**src/hpoi_pkg.sv**
```systemverilog
`default_nettype none
package hpoi_pkg;
   localparam int CLK_PS = 10000;
   localparam int OOB_BURST_PS = 106700;
   localparam int OOB_GAP_RESET_PS = 320000;
   localparam int OOB_GAP_WAKE_PS = 106700;
   localparam int OOB_NBURST = 6;
   localparam int XTALK_PS = 116300;
   localparam int OOB_BURST_CYC = (OOB_BURST_PS + CLK_PS - 1) / CLK_PS;
   localparam int OOB_GAP_RESET_CYC = (OOB_GAP_RESET_PS + CLK_PS - 1) / CLK_PS;
   localparam int OOB_GAP_WAKE_CYC = (OOB_GAP_WAKE_PS + CLK_PS - 1) / CLK_PS;
   localparam int XTALK_CYC = (XTALK_PS + CLK_PS - 1) / CLK_PS;
   // Gen1 dword is 8/3 clock cycles
   localparam int DW_NUM = 3;
   localparam int DW_DEN = 8;
   localparam int ALIGN_TO_DW = 32768;
   localparam logic [1:0] NONALIGN_RUN = 2'h3;
   localparam logic [7:0] K28_3 = 8'h7c;
   localparam logic [7:0] K28_5 = 8'hbc;
   localparam logic [31:0] ALIGN_WORD = 32'h7b4a4abc;
   localparam logic [31:0] D10_2_WORD = 32'h4a4a4a4a;
   localparam logic [7:0] REG_CTRL = 8'h00;
   localparam logic [7:0] REG_STATUS = 8'h04;
   localparam logic [7:0] REG_TOCNT = 8'h08;
   localparam int CTRL_CAL_EN = 0;
   localparam int CTRL_RETRY_OFF = 1;
   localparam int CTRL_SOFT_RST = 2;
   localparam int STAT_PHYRDY = 4;
   localparam int STAT_HALT = 5;
   localparam int STAT_INIT = 6;
   localparam int STAT_WAKE = 7;
   typedef enum logic [3:0] {
      ST_RESET, ST_AWAIT_INIT, ST_AWAIT_NO_INIT, ST_CALIB, ST_WAKE_SEND,
      ST_AWAIT_WAKE, ST_AWAIT_NO_WAKE, ST_AWAIT_ALIGN, ST_ADJUST,
      ST_SEND_ALIGN, ST_READY, ST_PARTIAL, ST_SLUMBER
   } hpoi_state_t;
endpackage
`default_nettype wire

```
**src/hpoi_aux_if.sv**
```systemverilog
`default_nettype none
interface hpoi_aux_if;
   logic oob_start;
   logic oob_wake;
   logic oob_burst;
   logic oob_busy;
   logic dw_tick;
   modport ctl(output oob_start, oob_wake, input oob_burst, oob_busy, dw_tick);
   modport gen(input oob_start, oob_wake, output oob_burst, oob_busy);
   modport tick(output dw_tick);
endinterface
`default_nettype wire

```
**src/hpoi_dw_tick.sv**
```systemverilog
`default_nettype none
module hpoi_dw_tick import hpoi_pkg::*; (
   // Clock and reset
   input wire logic clock,
   input wire logic rst_n,
   // Dword tick
   hpoi_aux_if.tick aux
);
   logic [3:0] acc;

   always_ff @(posedge clock or negedge rst_n) begin
      if (!rst_n) begin
         acc <= 4'h0;
         aux.dw_tick <= 1'b0;
      end else if (acc + 4'(DW_NUM) >= 4'(DW_DEN)) begin
         acc <= acc + 4'(DW_NUM) - 4'(DW_DEN);
         aux.dw_tick <= 1'b1;
      end else begin
         acc <= acc + 4'(DW_NUM);
         aux.dw_tick <= 1'b0;
      end
   end
endmodule
`default_nettype wire

```
**src/hpoi_oob_gen.sv**
```systemverilog
`default_nettype none
module hpoi_oob_gen import hpoi_pkg::*; #(
   parameter int NBURST = OOB_NBURST,
   parameter int BURST_CYC = OOB_BURST_CYC,
   parameter int GAP_RST_CYC = OOB_GAP_RESET_CYC,
   parameter int GAP_WAKE_CYC = OOB_GAP_WAKE_CYC
) (
   // Clock and reset
   input wire logic clock,
   input wire logic rst_n,
   // Burst control
   hpoi_aux_if.gen aux
);
   logic wk;
   logic [3:0] bcnt;
   logic [7:0] ccnt;
   logic [7:0] gap_end;

   assign gap_end = wk ? 8'(GAP_WAKE_CYC - 1) : 8'(GAP_RST_CYC - 1);

   // Bursts of fixed length, each followed by a gap
   always_ff @(posedge clock or negedge rst_n) begin
      if (!rst_n) begin
         aux.oob_busy <= 1'b0;
         aux.oob_burst <= 1'b0;
         wk <= 1'b0;
         bcnt <= 4'h0;
         ccnt <= 8'h00;
      // A reset sequence cuts a running wake sequence short
      end else if (!aux.oob_busy || (aux.oob_start && !aux.oob_wake && wk)) begin
         if (aux.oob_start) begin
            aux.oob_busy <= 1'b1;
            aux.oob_burst <= 1'b1;
            wk <= aux.oob_wake;
            bcnt <= 4'h0;
            ccnt <= 8'h00;
         end
      end else if (aux.oob_burst) begin
         ccnt <= ccnt + 8'h01;
         if (ccnt == 8'(BURST_CYC - 1)) begin
            aux.oob_burst <= 1'b0;
            ccnt <= 8'h00;
         end
      end else begin
         ccnt <= ccnt + 8'h01;
         if (ccnt == gap_end) begin
            ccnt <= 8'h00;
            if (bcnt == 4'(NBURST - 1)) begin
               aux.oob_busy <= 1'b0; // [RULE3]
            end else begin
               bcnt <= bcnt + 4'h1;
               aux.oob_burst <= 1'b1; // [RULE23]
            end
         end
      end
   end
endmodule
`default_nettype wire

```
**src/hpoi_host_init.sv**
```systemverilog
// Overview of operation
// RULE1: Received init from far end forces wait-for-init-release unless reset holds.
// RULE2: Power-on reset or adapter reset request forces the reset state.
// RULE3: Reset burst sequence is exactly six bursts.
// RULE4: Reset bursts are sent on leaving reset, possibly finishing afterwards.
// RULE5: Without reset sources, reset moves on to wait-for-init.
// RULE6: Wait-for-init holds until init detector asserts.
// RULE7: Wait-for-init-release holds while init asserted, then advances.
// RULE8: Calibration runs only when enabled; otherwise go straight to wake send.
// RULE9: Wake send transmits bursts, then branches on wake detector level.
// RULE10: Wait-for-wake holds until wake detector asserts.
// RULE11: Wait-for-wake-release holds while wake asserted, then await alignment.
// RULE12: Await alignment sends D10.2 at lowest rate within twenty dwords.
// RULE13: Far end may idle up to two dwords before sending characters.
// RULE14: Received characters ignored for 116.3 ns after wake release.
// RULE15: Alignment primitive in await alignment moves to speed adjust.
// RULE16: No alignment within 32768 dwords returns to reset.
// RULE17: Timeouts retry forever unless software disables retrying. The code ignores a send-alignment timeout while retrying is on.
// RULE18: Speed adjust waits for rate change, then sends alignment.
// RULE19: Send alignment until three consecutive non-alignment words, then ready.
// RULE20: Non-alignment word has K28.3 in byte 0.
// RULE21: Ready passes link words and raises phy ready.
// RULE22: Ready goes to partial or slumber on link layer requests.
// RULE23: Each burst has fixed length followed by idle gap.
// RULE24: Alignment timeout counts dwords, cleared on entering await alignment.
// RULE25: Detector levels are synchronized and transitions evaluated every cycle.
`default_nettype none
module hpoi_host_init import hpoi_pkg::*; #(
   parameter int ALIGN_TO = ALIGN_TO_DW,
   parameter int TO_W = 16
) (
   // Clock and reset
   input wire logic clock,
   input wire logic rst_n,
   // Register port
   input wire logic [7:0] reg_addr,
   input wire logic [31:0] reg_wdata,
   input wire logic reg_wr,
   input wire logic reg_rd,
   output logic [31:0] reg_rdata,
   // Reset source and analog status
   input wire logic host_reset_req,
   input wire logic init_det,
   input wire logic wake_det,
   input wire logic cal_done,
   input wire logic speed_done,
   // Receive link
   input wire logic link_clk,
   input wire logic [31:0] rx_data,
   input wire logic rx_k0,
   // Link layer
   input wire logic partial_req,
   input wire logic slumber_req,
   input wire logic [31:0] link_tx_data,
   input wire logic link_tx_k0,
   // Transmit and status
   output logic oob_burst,
   output logic [31:0] tx_data,
   output logic tx_k0,
   output logic cal_start,
   output logic speed_adjust,
   output logic phy_rdy,
   output logic pm_partial,
   output logic pm_slumber
);
   localparam int SW = 39;
   logic rs1, rst_sync_n;
   logic [SW-1:0] s1, s2;
   logic host_req_s, init_s, wake_s, cal_done_s, speed_done_s, lclk_s, rx_k0_s;
   logic [31:0] rx_s;
   logic lclk_d, rx_stb;
   logic [31:0] rx_word;
   logic rx_k0_w;
   logic align_det, nonalign_det, align_seen;
   hpoi_state_t state, state_q, next_state;
   logic cal_en, retry_off, soft_rst, halted;
   logic reset_req, timeout, wake_issued, wake_start, rst_start;
   logic [TO_W-1:0] dw_cnt;
   logic [7:0] ign_cnt;
   logic [1:0] na_cnt;
   hpoi_aux_if aux();

   ////////////////////////////////////////////////////////////
   // Reset release and input synchronisers
   always_ff @(posedge clock or negedge rst_n) begin
      if (!rst_n) begin
         rs1 <= 1'b0;
         rst_sync_n <= 1'b0;
      end else begin
         rs1 <= 1'b1;
         rst_sync_n <= rs1;
      end
   end

   always_ff @(posedge clock or negedge rst_sync_n) begin
      if (!rst_sync_n) begin
         s1 <= '0;
         s2 <= '0;
      end else begin
         s1 <= {host_reset_req, init_det, wake_det, cal_done, speed_done,
                link_clk, rx_k0, rx_data}; // [RULE25]
         s2 <= s1;
      end
   end

   assign {host_req_s, init_s, wake_s, cal_done_s, speed_done_s,
           lclk_s, rx_k0_s, rx_s} = s2;

   ////////////////////////////////////////////////////////////
   // Receive word capture on link clock rising edge
   always_ff @(posedge clock or negedge rst_sync_n) begin
      if (!rst_sync_n) begin
         lclk_d <= 1'b0;
         rx_stb <= 1'b0;
         rx_word <= 32'h0;
         rx_k0_w <= 1'b0;
      end else begin
         lclk_d <= lclk_s;
         rx_stb <= lclk_s & ~lclk_d;
         if (lclk_s & ~lclk_d) begin
            rx_word <= rx_s;
            rx_k0_w <= rx_k0_s;
         end
      end
   end

   assign align_det = rx_stb && rx_k0_w && rx_word[7:0] == K28_5;
   assign nonalign_det = rx_stb && rx_k0_w && rx_word[7:0] == K28_3; // [RULE20]
   assign align_seen = align_det && ign_cnt == 8'h00; // [RULE14]

   ////////////////////////////////////////////////////////////
   // Helper blocks
   hpoi_dw_tick u_tick (
      .clock(clock),
      .rst_n(rst_sync_n),
      .aux(aux.tick)
   );

   hpoi_oob_gen u_oob (
      .clock(clock),
      .rst_n(rst_sync_n),
      .aux(aux.gen)
   );

   assign rst_start = state == ST_RESET && next_state != ST_RESET; // [RULE4]
   assign wake_start = state == ST_WAKE_SEND && !wake_issued && !aux.oob_busy;
   assign aux.oob_start = rst_start | wake_start;
   assign aux.oob_wake = wake_start;
   assign oob_burst = aux.oob_burst;

   ////////////////////////////////////////////////////////////
   // Next state
   assign reset_req = host_req_s | soft_rst;
   assign timeout = dw_cnt == TO_W'(ALIGN_TO);

   always_comb begin
      next_state = state;
      case (state)
         ST_RESET: if (!(halted && retry_off)) next_state = ST_AWAIT_INIT; // [RULE5] [RULE17]
         ST_AWAIT_INIT: if (init_s) next_state = ST_AWAIT_NO_INIT; // [RULE6]
         ST_AWAIT_NO_INIT: if (!init_s) begin // [RULE7]
            next_state = cal_en ? ST_CALIB : ST_WAKE_SEND; // [RULE8]
         end
         ST_CALIB: if (cal_done_s) next_state = ST_WAKE_SEND; // [RULE8]
         ST_WAKE_SEND: if (wake_issued && !aux.oob_busy) begin // [RULE9]
            next_state = wake_s ? ST_AWAIT_NO_WAKE : ST_AWAIT_WAKE;
         end
         ST_AWAIT_WAKE: if (wake_s) next_state = ST_AWAIT_NO_WAKE; // [RULE10]
         ST_AWAIT_NO_WAKE: if (!wake_s) next_state = ST_AWAIT_ALIGN; // [RULE11]
         ST_AWAIT_ALIGN: begin
            if (align_seen) next_state = ST_ADJUST; // [RULE15]
            else if (timeout) next_state = ST_RESET; // [RULE16]
         end
         ST_ADJUST: if (speed_done_s) next_state = ST_SEND_ALIGN; // [RULE18]
         ST_SEND_ALIGN: begin
            if (na_cnt == NONALIGN_RUN) next_state = ST_READY; // [RULE19]
            else if (retry_off && timeout) next_state = ST_RESET;
         end
         ST_READY: begin
            if (partial_req) next_state = ST_PARTIAL; // [RULE22]
            else if (slumber_req) next_state = ST_SLUMBER; // [RULE22]
         end
         ST_PARTIAL: if (!partial_req) begin
            next_state = wake_s ? ST_AWAIT_NO_WAKE : ST_WAKE_SEND;
         end
         ST_SLUMBER: if (!slumber_req) begin
            next_state = wake_s ? ST_AWAIT_NO_WAKE : ST_WAKE_SEND;
         end
         default: next_state = ST_RESET;
      endcase
      if (init_s) next_state = ST_AWAIT_NO_INIT; // [RULE1]
      if (reset_req) next_state = ST_RESET; // [RULE2]
   end

   always_ff @(posedge clock or negedge rst_sync_n) begin
      if (!rst_sync_n) begin
         state <= ST_RESET; // [RULE2]
         state_q <= ST_RESET;
      end else begin
         state <= next_state;
         state_q <= state;
      end
   end

   ////////////////////////////////////////////////////////////
   // Wake burst bookkeeping
   always_ff @(posedge clock or negedge rst_sync_n) begin
      if (!rst_sync_n) begin
         wake_issued <= 1'b0;
      end else if (state != ST_WAKE_SEND) begin
         wake_issued <= 1'b0;
      end else if (wake_start) begin
         wake_issued <= 1'b1; // [RULE9]
      end
   end

   ////////////////////////////////////////////////////////////
   // Dword timeout, crosstalk guard and non-alignment run
   always_ff @(posedge clock or negedge rst_sync_n) begin
      if (!rst_sync_n) begin
         dw_cnt <= '0;
      end else if (state != state_q) begin
         dw_cnt <= '0; // [RULE24]
      end else if (aux.dw_tick && !timeout) begin
         dw_cnt <= dw_cnt + 1'b1; // [RULE24]
      end
   end

   always_ff @(posedge clock or negedge rst_sync_n) begin
      if (!rst_sync_n) begin
         ign_cnt <= 8'(XTALK_CYC);
      end else if (state != ST_AWAIT_ALIGN) begin
         ign_cnt <= 8'(XTALK_CYC); // [RULE14]
      end else if (ign_cnt != 8'h00) begin
         ign_cnt <= ign_cnt - 8'h01;
      end
   end

   always_ff @(posedge clock or negedge rst_sync_n) begin
      if (!rst_sync_n) begin
         na_cnt <= 2'h0;
      end else if (state != ST_SEND_ALIGN) begin
         na_cnt <= 2'h0;
      end else if (rx_stb) begin
         if (!nonalign_det) na_cnt <= 2'h0; // [RULE19]
         else if (na_cnt != NONALIGN_RUN) na_cnt <= na_cnt + 2'h1;
      end
   end

   // Retry halt after timeout while retrying is off
   always_ff @(posedge clock or negedge rst_sync_n) begin
      if (!rst_sync_n) begin
         halted <= 1'b0;
      end else begin
         if (!retry_off || reset_req) halted <= 1'b0;
         if (retry_off && timeout && next_state == ST_RESET && !reset_req) begin
            halted <= 1'b1; // [RULE17]
         end
      end
   end

   ////////////////////////////////////////////////////////////
   // Transmit path and status outputs
   always_ff @(posedge clock or negedge rst_sync_n) begin
      if (!rst_sync_n) begin
         tx_data <= 32'h0;
         tx_k0 <= 1'b0;
      end else begin
         case (state)
            ST_AWAIT_ALIGN: begin
               tx_data <= D10_2_WORD; // [RULE12]
               tx_k0 <= 1'b0;
            end
            ST_ADJUST, ST_SEND_ALIGN: begin
               tx_data <= ALIGN_WORD; // [RULE18] [RULE19]
               tx_k0 <= 1'b1;
            end
            ST_READY: begin
               tx_data <= link_tx_data; // [RULE21]
               tx_k0 <= link_tx_k0;
            end
            default: begin
               tx_data <= 32'h0;
               tx_k0 <= 1'b0;
            end
         endcase
      end
   end

   always_ff @(posedge clock or negedge rst_sync_n) begin
      if (!rst_sync_n) begin
         phy_rdy <= 1'b0;
         cal_start <= 1'b0;
         speed_adjust <= 1'b0;
         pm_partial <= 1'b0;
         pm_slumber <= 1'b0;
      end else begin
         phy_rdy <= state == ST_READY; // [RULE21]
         cal_start <= state == ST_CALIB;
         speed_adjust <= state == ST_ADJUST;
         pm_partial <= state == ST_PARTIAL;
         pm_slumber <= state == ST_SLUMBER;
      end
   end

   ////////////////////////////////////////////////////////////
   // Register port
   always_ff @(posedge clock or negedge rst_sync_n) begin
      if (!rst_sync_n) begin
         cal_en <= 1'b0;
         retry_off <= 1'b0;
         soft_rst <= 1'b0;
      end else if (reg_wr && reg_addr == REG_CTRL) begin
         cal_en <= reg_wdata[CTRL_CAL_EN];
         retry_off <= reg_wdata[CTRL_RETRY_OFF];
         soft_rst <= reg_wdata[CTRL_SOFT_RST];
      end
   end

   always_ff @(posedge clock or negedge rst_sync_n) begin
      if (!rst_sync_n) begin
         reg_rdata <= 32'h0;
      end else begin
         reg_rdata <= 32'h0;
         if (reg_rd) begin
            case (reg_addr)
               REG_CTRL: begin
                  reg_rdata[CTRL_CAL_EN] <= cal_en;
                  reg_rdata[CTRL_RETRY_OFF] <= retry_off;
                  reg_rdata[CTRL_SOFT_RST] <= soft_rst;
               end
               REG_STATUS: begin
                  reg_rdata[3:0] <= state;
                  reg_rdata[STAT_PHYRDY] <= phy_rdy;
                  reg_rdata[STAT_HALT] <= halted;
                  reg_rdata[STAT_INIT] <= init_s;
                  reg_rdata[STAT_WAKE] <= wake_s;
               end
               REG_TOCNT: reg_rdata[TO_W-1:0] <= dw_cnt;
               default: reg_rdata <= 32'h0;
            endcase
         end
      end
   end
endmodule
`default_nettype wire

```
**config.mk**
```make
export PLATFORM = sky130hd
export DESIGN_NAME = hpoi_host_init
export DESIGN_NICKNAME = d
export VERILOG_FILES = /design/src/hpoi_pkg.sv /design/src/hpoi_aux_if.sv /design/src/hpoi_dw_tick.sv /design/src/hpoi_oob_gen.sv /design/src/hpoi_host_init.sv
export SDC_FILE = /design/constraint.sdc
export NUM_CORES = 1
export LEC_CHECK = 0
export BUFFER_PORTS_ARGS = -buffer_cell sky130_fd_sc_hd__buf_2
export CORE_UTILIZATION = 40
export CTS_CLUSTER_SIZE = 28
export DETAILED_ROUTE_END_ITERATION = 10
export GPL_TIMING_DRIVEN = 0
export HOLD_SLACK_MARGIN = 0.15
export PLACE_DENSITY = 0.67
export SKIP_LAST_GASP = 1
export SYNTH_ARGS = -nofsm -noshare
export SYNTH_HDL_FRONTEND = slang
export SYNTH_SLANG_ARGS = --single-unit
```
**constraint.sdc**
```tcl
create_clock -name clock -period 5.45 [get_ports clock]
set_clock_uncertainty 0.2 [all_clocks]
set_input_delay 0.2725 -clock clock [delete_from_list [all_inputs] [get_ports clock]]
set_output_delay 0.2725 -clock clock [all_outputs]
set_load 0.01 [all_outputs]
```
=== Yosys cells after proc, flatten, opt, wreduce, memory -nomap -nowiden ===
Cells that the tools add are included.

* Bitwise operators: 4
* Equal/unequal tests: 30
* Reductions and logical operators: 42
* Multiplexer cells: 61
* Add/sub/neg operators: 7
* Magnitude comparators: 1

{| class="wikitable"
|+ Operators with widths
! cell !! count
|-
| 32-bit one-hot mux with 3 select lines || 1
|-
| 4-bit 2-to-1 mux || 22
|-
| 8-bit 2-to-1 mux || 8
|-
| 4-bit one-hot mux with 13 select lines || 1
|-
| 16-bit 2-to-1 mux || 3
|-
| 4-bit by 3-bit == test with 1-bit output (second input constant) || 5
|-
| 4-bit == test (second input constant) || 5
|-
| 16-bit by 1-bit adder with 16-bit output (second input constant) || 1
|-
| 16-bit == test (second input constant) || 1
|-
| 8-bit by 4-bit == test with 1-bit output (second input constant) || 2
|-
| 1-bit logical AND || 16
|-
| 8-bit logical NOT || 2
|-
| 1-bit 2-to-1 mux || 15
|-
| 2-bit nonzero test || 7
|-
| 2-bit 2-to-1 mux || 6
|-
| 5-bit one-hot mux with 2 select lines || 1
|-
| 3-bit one-hot mux with 3 select lines || 1
|-
| 8-bit by 1-bit adder with 8-bit output (second input constant) || 1
|-
| 4-bit by 2-bit == test with 1-bit output (second input constant) || 2
|-
| 8-bit by 3-bit == test with 1-bit output (second input constant) || 1
|-
| 8-bit by 7-bit == test with 1-bit output (second input constant) || 1
|-
| 8-bit == test || 1
|-
| 8-bit == test (second input constant) || 1
|-
| 4-bit logical NOT || 2
|-
| 27 further kinds || 39
|}

* Output and inout bits: 71
* Word-level logic and storage cells: 178
* Flip-flop bits (word level): 204

=== Logic depth before layout (Yosys ltp) ===
Gate-level depths: netlist (run 1).

* Depth in word-level cells: 15
* Mapped depth: 12
* Depth with buffers taken out: 10

=== Hierarchy ===
From an unflattened synthesis (run 1), not the netlist that was laid out.

* Cells, all modules: 587
* Area total of the unflattened synthesis: 6683.9 um2

{| class="wikitable"
|+ By module, submodules not included
! module !! cells an instance !! area each (um2) !! times used !! seq. area each (um2)
|-
| hpoi_host_init || 480 || 5619.1 || 1 || 3405.8
|-
| hpoi_oob_gen || 94 || 885.8 || 1 || 375.4
|-
| hpoi_dw_tick || 13 || 178.9 || 1 || 125.1
|}

=== Worst setup path before layout (run 1) ===
Ideal clock, no wire load.

* Path kind: register to register
* From: register ign_cnt[0]
* To: register u_oob.bcnt[1]
* Stages on the path, launching flop included: 11
* Library setup time: 0.095 ns
* Buffers on the path: 0
* Arrival: 2.427 ns
* Path slack: 2.727 ns
* Cell sequence: dfrtp_1 inv_1 ha_1 nor3b_1 nand4_1 o211ai_2 nand4b_4 a2111oi_4 o21ai_4 o2bb2a_1 o31ai_1

* Longest elaborated chain between the ends: 14
* Elaborated cells on any way between the ends: 18

{| class="wikitable"
|+ RTL lines
! element !! RTL line !! text
|-
| start, declared || hpoi_host_init.sv:79 || <nowiki>logic [7:0] ign_cnt;</nowiki>
|-
| start signal, assigned || hpoi_host_init.sv:231 || <nowiki>ign_cnt <= 8'(XTALK_CYC);</nowiki>
|-
| start signal, assigned || hpoi_host_init.sv:233 || <nowiki>ign_cnt <= 8'(XTALK_CYC);</nowiki>
|-
| start signal, assigned || hpoi_host_init.sv:235 || <nowiki>ign_cnt <= ign_cnt - 8'h01;</nowiki>
|-
| 8-bit logical NOT (*) || hpoi_host_init.sv:129 || <nowiki>assign align_seen = align_det && ign_cnt == 8'h00;</nowiki>
|-
| 1-bit logical AND (*) || hpoi_host_init.sv:129 ||
|-
| 4-bit 2-to-1 mux (*) || hpoi_host_init.sv:171 || <nowiki>if (align_seen) next_state = ST_ADJUST;</nowiki>
|-
| 4-bit one-hot mux with 13 select lines (*) || hpoi_host_init.sv:158 || <nowiki>case (state)</nowiki>
|-
| 4-bit 2-to-1 mux (*) || hpoi_host_init.sv:191 || <nowiki>if (init_s) next_state = ST_AWAIT_NO_INIT;</nowiki>
|-
| 4-bit 2-to-1 mux (*) || hpoi_host_init.sv:192 || <nowiki>if (reset_req) next_state = ST_RESET;</nowiki>
|-
| 4-bit nonzero test (*) || hpoi_host_init.sv:145 || <nowiki>assign rst_start = state == ST_RESET && next_state != ST_RESET;</nowiki>
|-
| 1-bit logical AND (*) || hpoi_host_init.sv:145 ||
|-
| 1-bit OR (*) || hpoi_host_init.sv:147 || <nowiki>assign aux.oob_start = rst_start | wake_start;</nowiki>
|-
| 1-bit logical AND (2 in a row) || hpoi_oob_gen.sv:30 || <nowiki>end else if (!aux.oob_busy || (aux.oob_start && !aux.oob_wake && wk)) begin</nowiki>
|-
| 1-bit logical OR || hpoi_oob_gen.sv:30 ||
|-
| 2-bit inequality test (no source line), or another cell as far along || -- ||
|-
| 4-bit AND reduction (no source line) || -- ||
|-
| end signal, assigned || hpoi_oob_gen.sv:51 || <nowiki>bcnt <= bcnt + 4'h1;</nowiki>
|-
| end, declared || hpoi_oob_gen.sv:15 || <nowiki>logic [3:0] bcnt;</nowiki>
|}

Every way passes the cells marked *; elsewhere a longest branch is shown, timed or not.
A chain may end at the register's enable or synchronous reset.

=== Worst setup path in the final report (run 1) ===
* From: register ign_cnt[0]
* To: register u_oob.ccnt[2]

* Longest elaborated chain between the ends: 13
* Elaborated cells on any way between the ends: 14

{| class="wikitable"
|+ RTL lines
! element !! RTL line !! text
|-
| 8-bit logical NOT (*) || hpoi_host_init.sv:129 ||
|-
| 1-bit logical AND (*) || hpoi_host_init.sv:129 ||
|-
| 4-bit 2-to-1 mux (*) || hpoi_host_init.sv:171 ||
|-
| 4-bit one-hot mux with 13 select lines (*) || hpoi_host_init.sv:158 ||
|-
| 4-bit 2-to-1 mux (*) || hpoi_host_init.sv:191 ||
|-
| 4-bit 2-to-1 mux (*) || hpoi_host_init.sv:192 ||
|-
| 4-bit nonzero test (*) || hpoi_host_init.sv:145 ||
|-
| 1-bit logical AND (*) || hpoi_host_init.sv:145 ||
|-
| 1-bit OR (*) || hpoi_host_init.sv:147 ||
|-
| 1-bit logical AND (2 in a row) || hpoi_oob_gen.sv:30 ||
|-
| 1-bit logical OR || hpoi_oob_gen.sv:30 ||
|-
| 2-bit by 1-bit inequality test with 1-bit output (no source line) / 8-bit 2-to-1 mux (equally long branches) || -- ||
|-
| end signal, assigned || hpoi_oob_gen.sv:39 || <nowiki>ccnt <= ccnt + 8'h01;</nowiki>
|-
| end signal, assigned || hpoi_oob_gen.sv:45 || <nowiki>ccnt <= ccnt + 8'h01;</nowiki>
|-
| end, declared || hpoi_oob_gen.sv:16 || <nowiki>logic [7:0] ccnt;</nowiki>
|}

Marked as above.

==> run_results.csv, run 1 <==
group,metric,value,unit
global_route,grt_pass1_vias,4986,
worst_setup_path,r2r_setup_slack,2240,ps
power_and_ir_drop,p_int,2100,µW
worst_setup_path,crit_start,"ign_cnt[0]",
run_status,status,"complete, no violations",
placed_design,gp_congestion,0.864,
synthesis,yosys_warnings,0,
placed_design,dp_hpwl,10.3,mm
power_and_ir_drop,power.sequential.fraction,46.7,%
worst_setup_path,reg2reg_depth,11,
sta,fmax,312,MHz
synthesis,synthDistinctLibCells,77,
sta,fin_crit_sh,58.8,%
clocking,numClockSinks,156,
global_route,grt_usage,18.2,%
sta,tns,0,ps
hold_path,hold_depth,0,
die,io_pins,189,
clocking,cts_tree,"done",
run,drv_cap,0,
power_and_ir_drop,power.switching,635,µW
sta,rsz0062_at_grt,"false",
global_route,antenna_found_initial,0,
power_and_ir_drop,leakage,0.00443,µW
clocking,cts_resized,0,
synthesis,ys_seq_area_share,58.7,%
die,die_area,0.0172,mm²
detailed_routing,avgViaCountPerCell,4.79,
hold_path,hold_path.class,"register to register",
power_and_ir_drop,power.total,2740,µW
sta,finalCriticalPeriod,3210,ps
detailed_routing,drt_pass1_iterations,4,
power_and_ir_drop,peakVddDrop,0.220,mV
clocking,cts_root_buffer,"clkbuf_16",
die,fp-row-count,46,
worst_setup_path,reg2reg_from,"ign_cnt[0]",
worst_setup_path,crit_type,"register to register",
worst_setup_path,arrival,3360,ps
finish,area_growth,33.6,%
die,die-width,131,µm
worst_setup_path,cp_max_fo,10,
clocking,clock_path_buffers,2,
worst_setup_path,required,5610,ps
synthesis,netlist_area,0.00665,mm²
finish,drive_above_1_share,26.2,%
clocking,htree_levels,4,
power_and_ir_drop,swShare,23.2,%
clocking,worst_skew_pair.late_latency,420,ps
detailed_routing,drt_first_iter_violations,262,
hold_path,hp-start,"s1[5]",
worst_setup_path,endpoint_kind,"register",
die,start_util,41.4,%
die,coreArea,0.0161,mm²
power_and_ir_drop,clkPwrFrac,42.5,%
clocking,clk_pin_slew,60,ps
clocking,cts_buffers,17,
finish,final_nets,924,
global_route,grt-ovfl-total,0,
synthesis,syn_area_per_cell,11.5,µm²
synthesis,synth_edf_count,0,
global_route,grt_max_degree,71,
synthesis,synthArstFlopShare,100,%
sta,worstMarginPinSlew,714,ps
detailed_routing,wl,14.5,mm
power_and_ir_drop,power_density,308,mW/mm²
synthesis,synthCells,576,
sta,slew_viol_final,0,
detailed_routing,wl_per_cell,14.1,µm
global_route,grt_pass1_wl,23.8,mm
detailed_routing,detail-route-antenna-nets,0,
synthesis,synth-seq-cells,156,
placed_design,io_buffers,118,
sta,finalHoldViolCount,0,
sta,relSlewSlack,51.2,%
detailed_routing,drc,0,
power_and_ir_drop,combPwrFrac,10.8,%
die,die_h,131,µm
sta,finalSetupViolations,0,
worst_setup_path,cp-start-kind,"register",
synthesis,yosys_most_used_dff,"dfrtp_1",
finish,diodes,0,
detailed_routing,via_count,4913,
==> metrics by stage <==
step / utilization [%] / setup slack [ps] / hold slack [ps] / instances / cell area (µm²)
after floorplan: - / 585 / -223 / 592 / 6710
after global placement: 47.2 / -753 / -143 / 926 / 7570
after detailed placement: 47.5 / 2270 / -139 / 928 / 7630
after CTS: 55.3 / 2240 / 151 / 1025 / 8890
after global routing: 55.3 / 2020 / 155 / 1025 / 8890
final: 55.3 / 2240 / 147 / 1025 / 8890
==> cells by family (layout without fill, tap and decap cells) <==
family          after synthesis  count (layout)  synth area share [%]
compound gates               83              83                  9.63
xor+xnor                     28              28                  3.69
fa+ha+maj                    10              10                  1.88
buf+inv                      56             273                  4.98
flops                       156             156                  58.7
mux                          17              17                  2.78
other cells                   2              18                 0.113
simple gates                224             224                  18.2
==> per-layer routing <==
layer	up-vias	wire [µm]	share of wire, %	track usage [%]
met5	-	0	0	0
met3	16	628	4.3	4.56
met2	120	7340	51	31.3
li1	2387	-	-	-
met4	0	239	1.7	6.63
met1	2390	6270	43	22.2
==> flip-flops by register name, summed over array words and instances (netlist names), 8 cells and up <==
register	count
dw_cnt	16
ign_cnt	8
reg_rdata	16
rx_word	8
s1	15
s2	15
tx_data	32
u_oob.ccnt	8
==> worst max-delay path, cell delays in order (launching register included) <==
cell	delay, ps
dfrtp_1	400
inv_1	110
ha_1	160
nor3b_1	410
nand4_1	210
o211ai_2	300
a31oi_1	230
a2111oi_4	510
o21ai_2	170
buf_6	170
nor3b_2	170
a21o_1	100
==> layout make-up <==
cell class                      count  area, µm²
Fill cell                        1362       7170
Sequential cell                   156       3910
Multi-Input combinational cell    380       2470
Timing Repair Buffer              185       1310
Clock buffer                       26        509
Tap cell                          216        270
Buffer                             37        260
Clock inverter                      6       83.8
Inverter                           19       71.3
==> power groups by stage <==
stage / combinational (µW) / clock, µW / sequential [µW]
CTS: 298 / 1200 / 1280
global route: 332 / 1250 / 1290
floorplan: 167 / 0 / 1300
detailed placement: 256 / 0 / 1300
global placement: 223 / 0 / 1320
finish: 295 / 1160 / 1280
==> cell usage after synthesis (15+ instances only) <==
cell | n | area share (%)
xnor2_1 | 16 | 2.1
nand2_1 | 53 | 3.0
dfrtp_1 | 154 | 58
buf_4 | 17 | 1.9
nor3_1 | 15 | 1.1
and3_1 | 18 | 1.7
nor2_1 | 55 | 3.1
o21ai_0 | 15 | 1.1
inv_1 | 17 | 0.96
nand3_1 | 16 | 1.2
==> what timing repair did <==
action / in CTS / in global routing
hold buffers: 65 / 0
hold endpoints to repair: 89 / 0
setup endpoints to repair: 0 / 0
setup buffers: 0 / 0
==> layout by cell type (no fill, tap or decap), types with 6 or more instances in the layout <==
| cell | netlist | final |
|---|---|---|
| a21o_1 | 10 | 10 |
| conb_1 | 2 | 18 |
| buf_2 | 4 | 122 |
| dlygate4sd3_1 | 0 | 64 |
| dfrtp_1 | 154 | 153 |
| ha_1 | 10 | 10 |
| a22oi_1 | 6 | 6 |
| nor3_1 | 15 | 15 |
| clkbuf_16 | 0 | 17 |
| o21ai_0 | 15 | 15 |
| nand4_1 | 8 | 8 |
| xor2_1 | 12 | 12 |
| and3_1 | 18 | 18 |
| and2_1 | 10 | 10 |
| nor2_1 | 55 | 55 |
| xnor2_1 | 16 | 16 |
| clkbuf_1 | 8 | 12 |
| buf_4 | 17 | 17 |
| nand2b_1 | 8 | 8 |
| a21oi_1 | 12 | 12 |
| buf_6 | 7 | 7 |
| nand3_1 | 16 | 16 |
| nor2b_1 | 6 | 6 |
| inv_1 | 17 | 17 |
| nand2_1 | 53 | 53 |
| mux2_2 | 12 | 12 |
| nor3b_1 | 7 | 7 |
==> path summary, 6_finish.rpt <==
path / endpoint
setup reg to reg: u_oob.ccnt[2]
min in group asynchronous: rst_sync_n
max in group asynchronous: ign_cnt[3]
setup / recovery: u_oob.ccnt[2]
hold reg to reg: s2[5]
hold / removal: s2[5]
Note: power is estimated with default switching activity, not from simulation.
==> run 2: changes to the inputs <==
==> constraint.sdc (replaced) <==
create_clock -name clock -period 3.1 [get_ports clock]
set_clock_uncertainty 0.2 [all_clocks]
set_input_delay 0.155 -clock clock [delete_from_list [all_inputs] [get_ports clock]]
set_output_delay 0.155 -clock clock [all_outputs]
set_load 0.01 [all_outputs]
==> run_results.csv, run 2 (same netlist as run 1, synthesis figures left out) <==
group,metric,value,unit
clocking,clock_path_buffers,2,
detailed_routing,drt_pass1_iterations,5,
finish,final_common_cell,"dfrtp_1",
finish,largest_reg_flops,32,
worst_setup_path,slowest_delay,430,ps
power_and_ir_drop,swShare,24.8,%
detailed_routing,wl_per_cell,14.3,µm
sta,slew_viol_final,0,
power_and_ir_drop,power_density,527,mW/mm²
die,start_util,41.4,%
detailed_routing,drc,0,
sta,finalCriticalPeriod,2930,ps
finish,top_register,"tx_data",
finish,fin_util,55.8,%
die,die_h,131,µm
die,fp-row-count,46,
finish,area_growth,34.6,%
placed_design,gp_congestion,0.868,
worst_setup_path,arrival,3040,ps
worst_setup_path,crit_chain,"buf_2, nor3b_1, buf_2, nand3_1, o211a_1, a31oi_2, nor3_1, a41o_1, buf_6, a211o_1",
worst_setup_path,cp_max_fo,10,
sta,fmax,342,MHz
worst_setup_path,cp-start-kind,"register",
worst_setup_path,reg2reg_depth,10,
placed_design,dp_hpwl,10.2,mm
global_route,grt_pass1_vias,5018,
detailed_routing,avgViaCountPerCell,4.87,
global_route,grt_max_degree,75,
die,die-width,131,µm
power_and_ir_drop,power.switching,1170,µW
worst_setup_path,required,3210,ps
clocking,clk_pin_slew,60,ps
finish,top_regs,"tx_data x32, dw_cnt x16, reg_rdata x16",
placed_design,io_buffers,118,
worst_setup_path,worst_path_max_delay_cell,"dfrtp_1",
power_and_ir_drop,peakVddDrop,0.371,mV
finish,final_cell_mix,"153 x dfrtp_1, 122 x buf_2, 69 x dlygate4sd3_1",
sta,fin_crit_sh,94.4,%
detailed_routing,detail-route-antenna-nets,0,
hold_path,hold_depth,4,
power_and_ir_drop,clkPwrFrac,41.0,%
detailed_routing,drt_first_iter_violations,277,
die,io_pins,189,
clocking,cts_buffers,17,
worst_setup_path,cpMostUsedCell,"buf_2",
power_and_ir_drop,power.sequential.fraction,47.8,%
clocking,worst_skew_pair.late_latency,420,ps
global_route,grt_usage,18.4,%
global_route,grt-ovfl-total,0,
power_and_ir_drop,leakage,0.00445,µW
clocking,numClockSinks,156,
run,drv_cap,0,
worst_setup_path,endpoint_kind,"register",
sta,relSlewSlack,49.8,%
power_and_ir_drop,p_int,3550,µW
finish,fill_cells,1373,
sta,worstMarginPinSlew,751,ps
sta,finalSetupViolations,0,
finish,diodes,0,
finish,drive_above_1_share,27.0,%
die,die_area,0.0172,mm²
run_status,status,"complete, no violations",
finish,final_nets,930,
clocking,htree_levels,4,
power_and_ir_drop,combPwrFrac,11.2,%
detailed_routing,wl,14.8,mm
worst_setup_path,crit_type,"register to register",
detailed_routing,via_count,5025,
hold_path,hold_path.class,"input port to register",
sta,holdWs,148,ps
global_route,antenna_found_initial,0,
global_route,grt_pass1_wl,24.1,mm
clocking,cts_tree,"done",
sta,finalHoldViolCount,0,
clocking,cts_root_buffer,"clkbuf_16",
die,coreArea,0.0161,mm²
[run 2: cell count changes in the layout (fill, tap and decap cells not counted), moves of 2 or more]
cell           previous run  this run
dlygate4sd3_1            64        69
clkinvlp_4                0         2
nor3b_1                   7         5
clkbuf_1                 12        10
bufinv_16                 2         0
clkinv_4                  1         3
[run 2: metal layers]
metal,wire length [µm],vias up,global-route usage (%)
li1,-,2404,-
met1,6550,2430,22.8
met2,7310,169,30.9
met3,651,22,4.07
met4,272,0,7.84
met5,0,-,0
[run 2: power groups by stage]
stage / Sequential, µW / Combinational [µW] / Clock, µW
final: 2260 / 529 / 1930
after global routing: 2270 / 596 / 2060
after CTS: 2250 / 525 / 1970
after detailed placement: 2290 / 450 / 0
after global placement: 2320 / 393 / 0
after floorplan: 2290 / 293 / 0
[run 2: area by class of cell]
type / instances / area (µm²) / area share [%]
multi-input combinational: 380 / 2520 / 28.1
timing repair buffer: 191 / 1360 / 15.2
buffer: 37 / 260 / 2.91
inverter: 19 / 71.3 / 0.796
clock inverter: 8 / 60.1 / 0.671
clock buffer: 24 / 502 / 5.60
sequential: 156 / 3910 / 43.7
tap: 216 / 270 / 3.02
[run 2: worst max-delay path: cells and delay by family, from the launching register on]
family                 cells  cell delay, ps
and+or+nand+nor            3             450
AOI/OAI and AO/OA          4            1050
buffers and inverters      3             670
DFF                        1             430
[run 2: worst paths after layout]
check	from	to	slack, ps
hold reg to reg	s1[3]	s2[3]	150
hold / removal	reg_addr[1]	reg_rdata[12]	150
setup reg to reg	state[2]	u_oob.ccnt[4]	170
max in group asynchronous	rst_sync_n	ign_cnt[3]	1310
min in group asynchronous	rst_n	rst_sync_n	390
setup / recovery	state[2]	u_oob.ccnt[4]	170
[run 2: timing repair]
item,in CTS,in global routing
pin swaps,0,2
hold endpoints to repair,97,0
setup endpoints to repair,9,13
gates resized for setup,1,6
buffers inserted,0,1
hold buffers,70,0
[run 2: metrics by stage]
stage	total power (µW)	setup slack [ps]	cells	setup TNS [ps]	instance area, µm²
finish	4720	174	1031	0	8950
global route	4930	-10.9	1031	-10.9	8950
CTS	4740	14.9	1030	0	8910
detailed placement	2740	-72.8	928	-233	7630
global placement	2710	-444	926	-65140	7570
floorplan	2580	318	592	0	6710
==> run 3: changes to the inputs <==
==> constraint.sdc (replaced) <==
create_clock -name clock -period 3.6 [get_ports clock]
set_clock_uncertainty 0.2 [all_clocks]
set_input_delay 0.18 -clock clock [delete_from_list [all_inputs] [get_ports clock]]
set_output_delay 0.18 -clock clock [all_outputs]
set_load 0.01 [all_outputs]
==> run_results.csv, run 3 (same netlist as run 1, synthesis figures left out) <==
group,metric,value,unit
power_and_ir_drop,power.sequential.fraction,47.9,%
power_and_ir_drop,peakVddDrop,0.320,mV
placed_design,io_buffers,118,
finish,top_regs,"tx_data x32, dw_cnt x16, reg_rdata x16",
finish,top_register,"tx_data",
clocking,worst_skew_pair.late_latency,430,ps
power_and_ir_drop,clkPwrFrac,41.1,%
global_route,grt_pass1_wl,24.0,mm
sta,finalCriticalPeriod,3200,ps
detailed_routing,detail-route-antenna-nets,0,
power_and_ir_drop,power_density,457,mW/mm²
run_status,status,"complete, no violations",
sta,fmax,313,MHz
worst_setup_path,cp-start-kind,"register",
sta,fin_crit_sh,88.8,%
sta,finalHoldViolCount,0,
die,die-width,131,µm
worst_setup_path,endpoint_kind,"register",
die,start_util,41.4,%
clocking,clk_pin_slew,60,ps
clocking,clock_path_buffers,2,
sta,slew_viol_final,0,
power_and_ir_drop,p_int,3050,µW
clocking,cts_root_buffer,"clkbuf_16",
power_and_ir_drop,power.switching,1000,µW
global_route,grt_pass1_vias,5008,
sta,rsz0062_at_grt,"false",
sta,tns,0,ps
die,fp-row-count,46,
finish,area_growth,33.4,%
global_route,grt-ovfl-total,0,
placed_design,place_inst,928,
worst_setup_path,required,3760,ps
sta,relSlewSlack,48.8,%
hold_path,hold_path.class,"register to register",
finish,largest_reg_flops,32,
power_and_ir_drop,leakage,0.00442,µW
hold_path,hold_depth,0,
finish,final_nets,926,
global_route,grt_max_degree,75,
sta,worstMarginPinSlew,765,ps
placed_design,gp_congestion,0.868,
die,coreArea,0.0161,mm²
detailed_routing,drt_first_iter_violations,258,
clocking,cts_buffers,17,
worst_setup_path,r2r_setup_slack,400,ps
power_and_ir_drop,combPwrFrac,11.1,%
sta,finalSetupViolations,0,
finish,drive_above_1_share,26.4,%
clocking,numClockSinks,156,
die,die_h,131,µm
finish,diodes,0,
detailed_routing,drc,0,
worst_setup_path,arrival,3360,ps
die,io_pins,189,
finish,final_cells,1027,
worst_setup_path,reg2reg_depth,11,
detailed_routing,wl,14.6,mm
die,die_area,0.0172,mm²
worst_setup_path,crit_type,"register to register",
global_route,grt_usage,18.3,%
finish,final_common_cell,"dfrtp_1",
placed_design,dp_hpwl,10.2,mm
detailed_routing,wl_per_cell,14.2,µm
detailed_routing,via_count,4984,
power_and_ir_drop,swShare,24.7,%
worst_setup_path,cp_max_fo,10,
global_route,antenna_found_initial,0,
clocking,cts_tree,"done",
detailed_routing,drt_pass1_iterations,5,
finish,final_cell_mix,"153 x dfrtp_1, 122 x buf_2, 66 x dlygate4sd3_1",
run,drv_cap,0,
clocking,htree_levels,4,
detailed_routing,avgViaCountPerCell,4.85,
==> run 3: cell count changes in the layout (fill, tap and decap cells not counted), sizes merged <==
cell,delta
dlygate4sd3,-3
buf,-1
==> run 3: through the flow <==
stage | setup WS, ps | utilization (%) | area [µm²] | power [µW] | hold slack, ps
floorplan | 818 | - | 6710 | 2220 | -316
global placement | 56.0 | 47.2 | 7570 | 2330 | -236
detailed placement | 427 | 47.5 | 7630 | 2360 | -231
CTS | 405 | 55.3 | 8870 | 4080 | 152
global route | 110 | 55.3 | 8870 | 4240 | 154
finish | 402 | 55.3 | 8870 | 4050 | 149
==> run 3: layer usage <==
layer	part of all wire [%]	vias to the layer above	global-route usage [%]
met3	4.3	23	4.11
met4	1.9	0	7.84
met5	0	-	0
met2	49	152	30.8
met1	44	2420	22.7
li1	-	2389	-
==> run 3: power by group through the flow <==
stage          logic [µW]  registers [µW]  clock network, µW
2_1_floorplan         253            1970                  0
3_3_place_gp          338            1990                  0
3_5_place_dp          387            1970                  0
4_1_cts               450            1940               1700
5_1_grt               506            1950               1780
6_report              448            1940               1660
==> run 3: path summary, 6_finish.rpt <==
path,from,end
hold reg to reg,s1[3],s2[3]
max in group asynchronous,rst_sync_n,reg_rdata[0]
hold / removal,s1[3],s2[3]
min in group asynchronous,rst_n,rst_sync_n
setup / recovery,ign_cnt[0],u_oob.ccnt[2]
setup reg to reg,ign_cnt[0],u_oob.ccnt[2]
==> run 3: worst max-delay path, stage by stage (launching register included) <==
cell,delay (ps)
dfrtp_1,410
inv_1,110
ha_1,150
nor3b_1,390
nand4_1,240
o211ai_2,300
a31oi_1,220
a2111oi_4,520
o21ai_2,160
buf_6,170
nor3b_2,170
a21o_1,100
==> run 3: repair_timing <==
action	CTS	global route
hold endpoints to repair	97	0
setup buffers	0	0
hold buffers	67	0
gates resized for setup	0	0
==> run 3: final cells by class <==
type	count	area (µm²)
Buffer	37	260
Clock buffer	24	502
Clock inverter	8	60.1
Fill cell	1383	7180
Inverter	19	71.3
Multi-Input combinational cell	380	2470
Sequential cell	156	3910
Tap cell	216	270
Timing Repair Buffer	187	1330
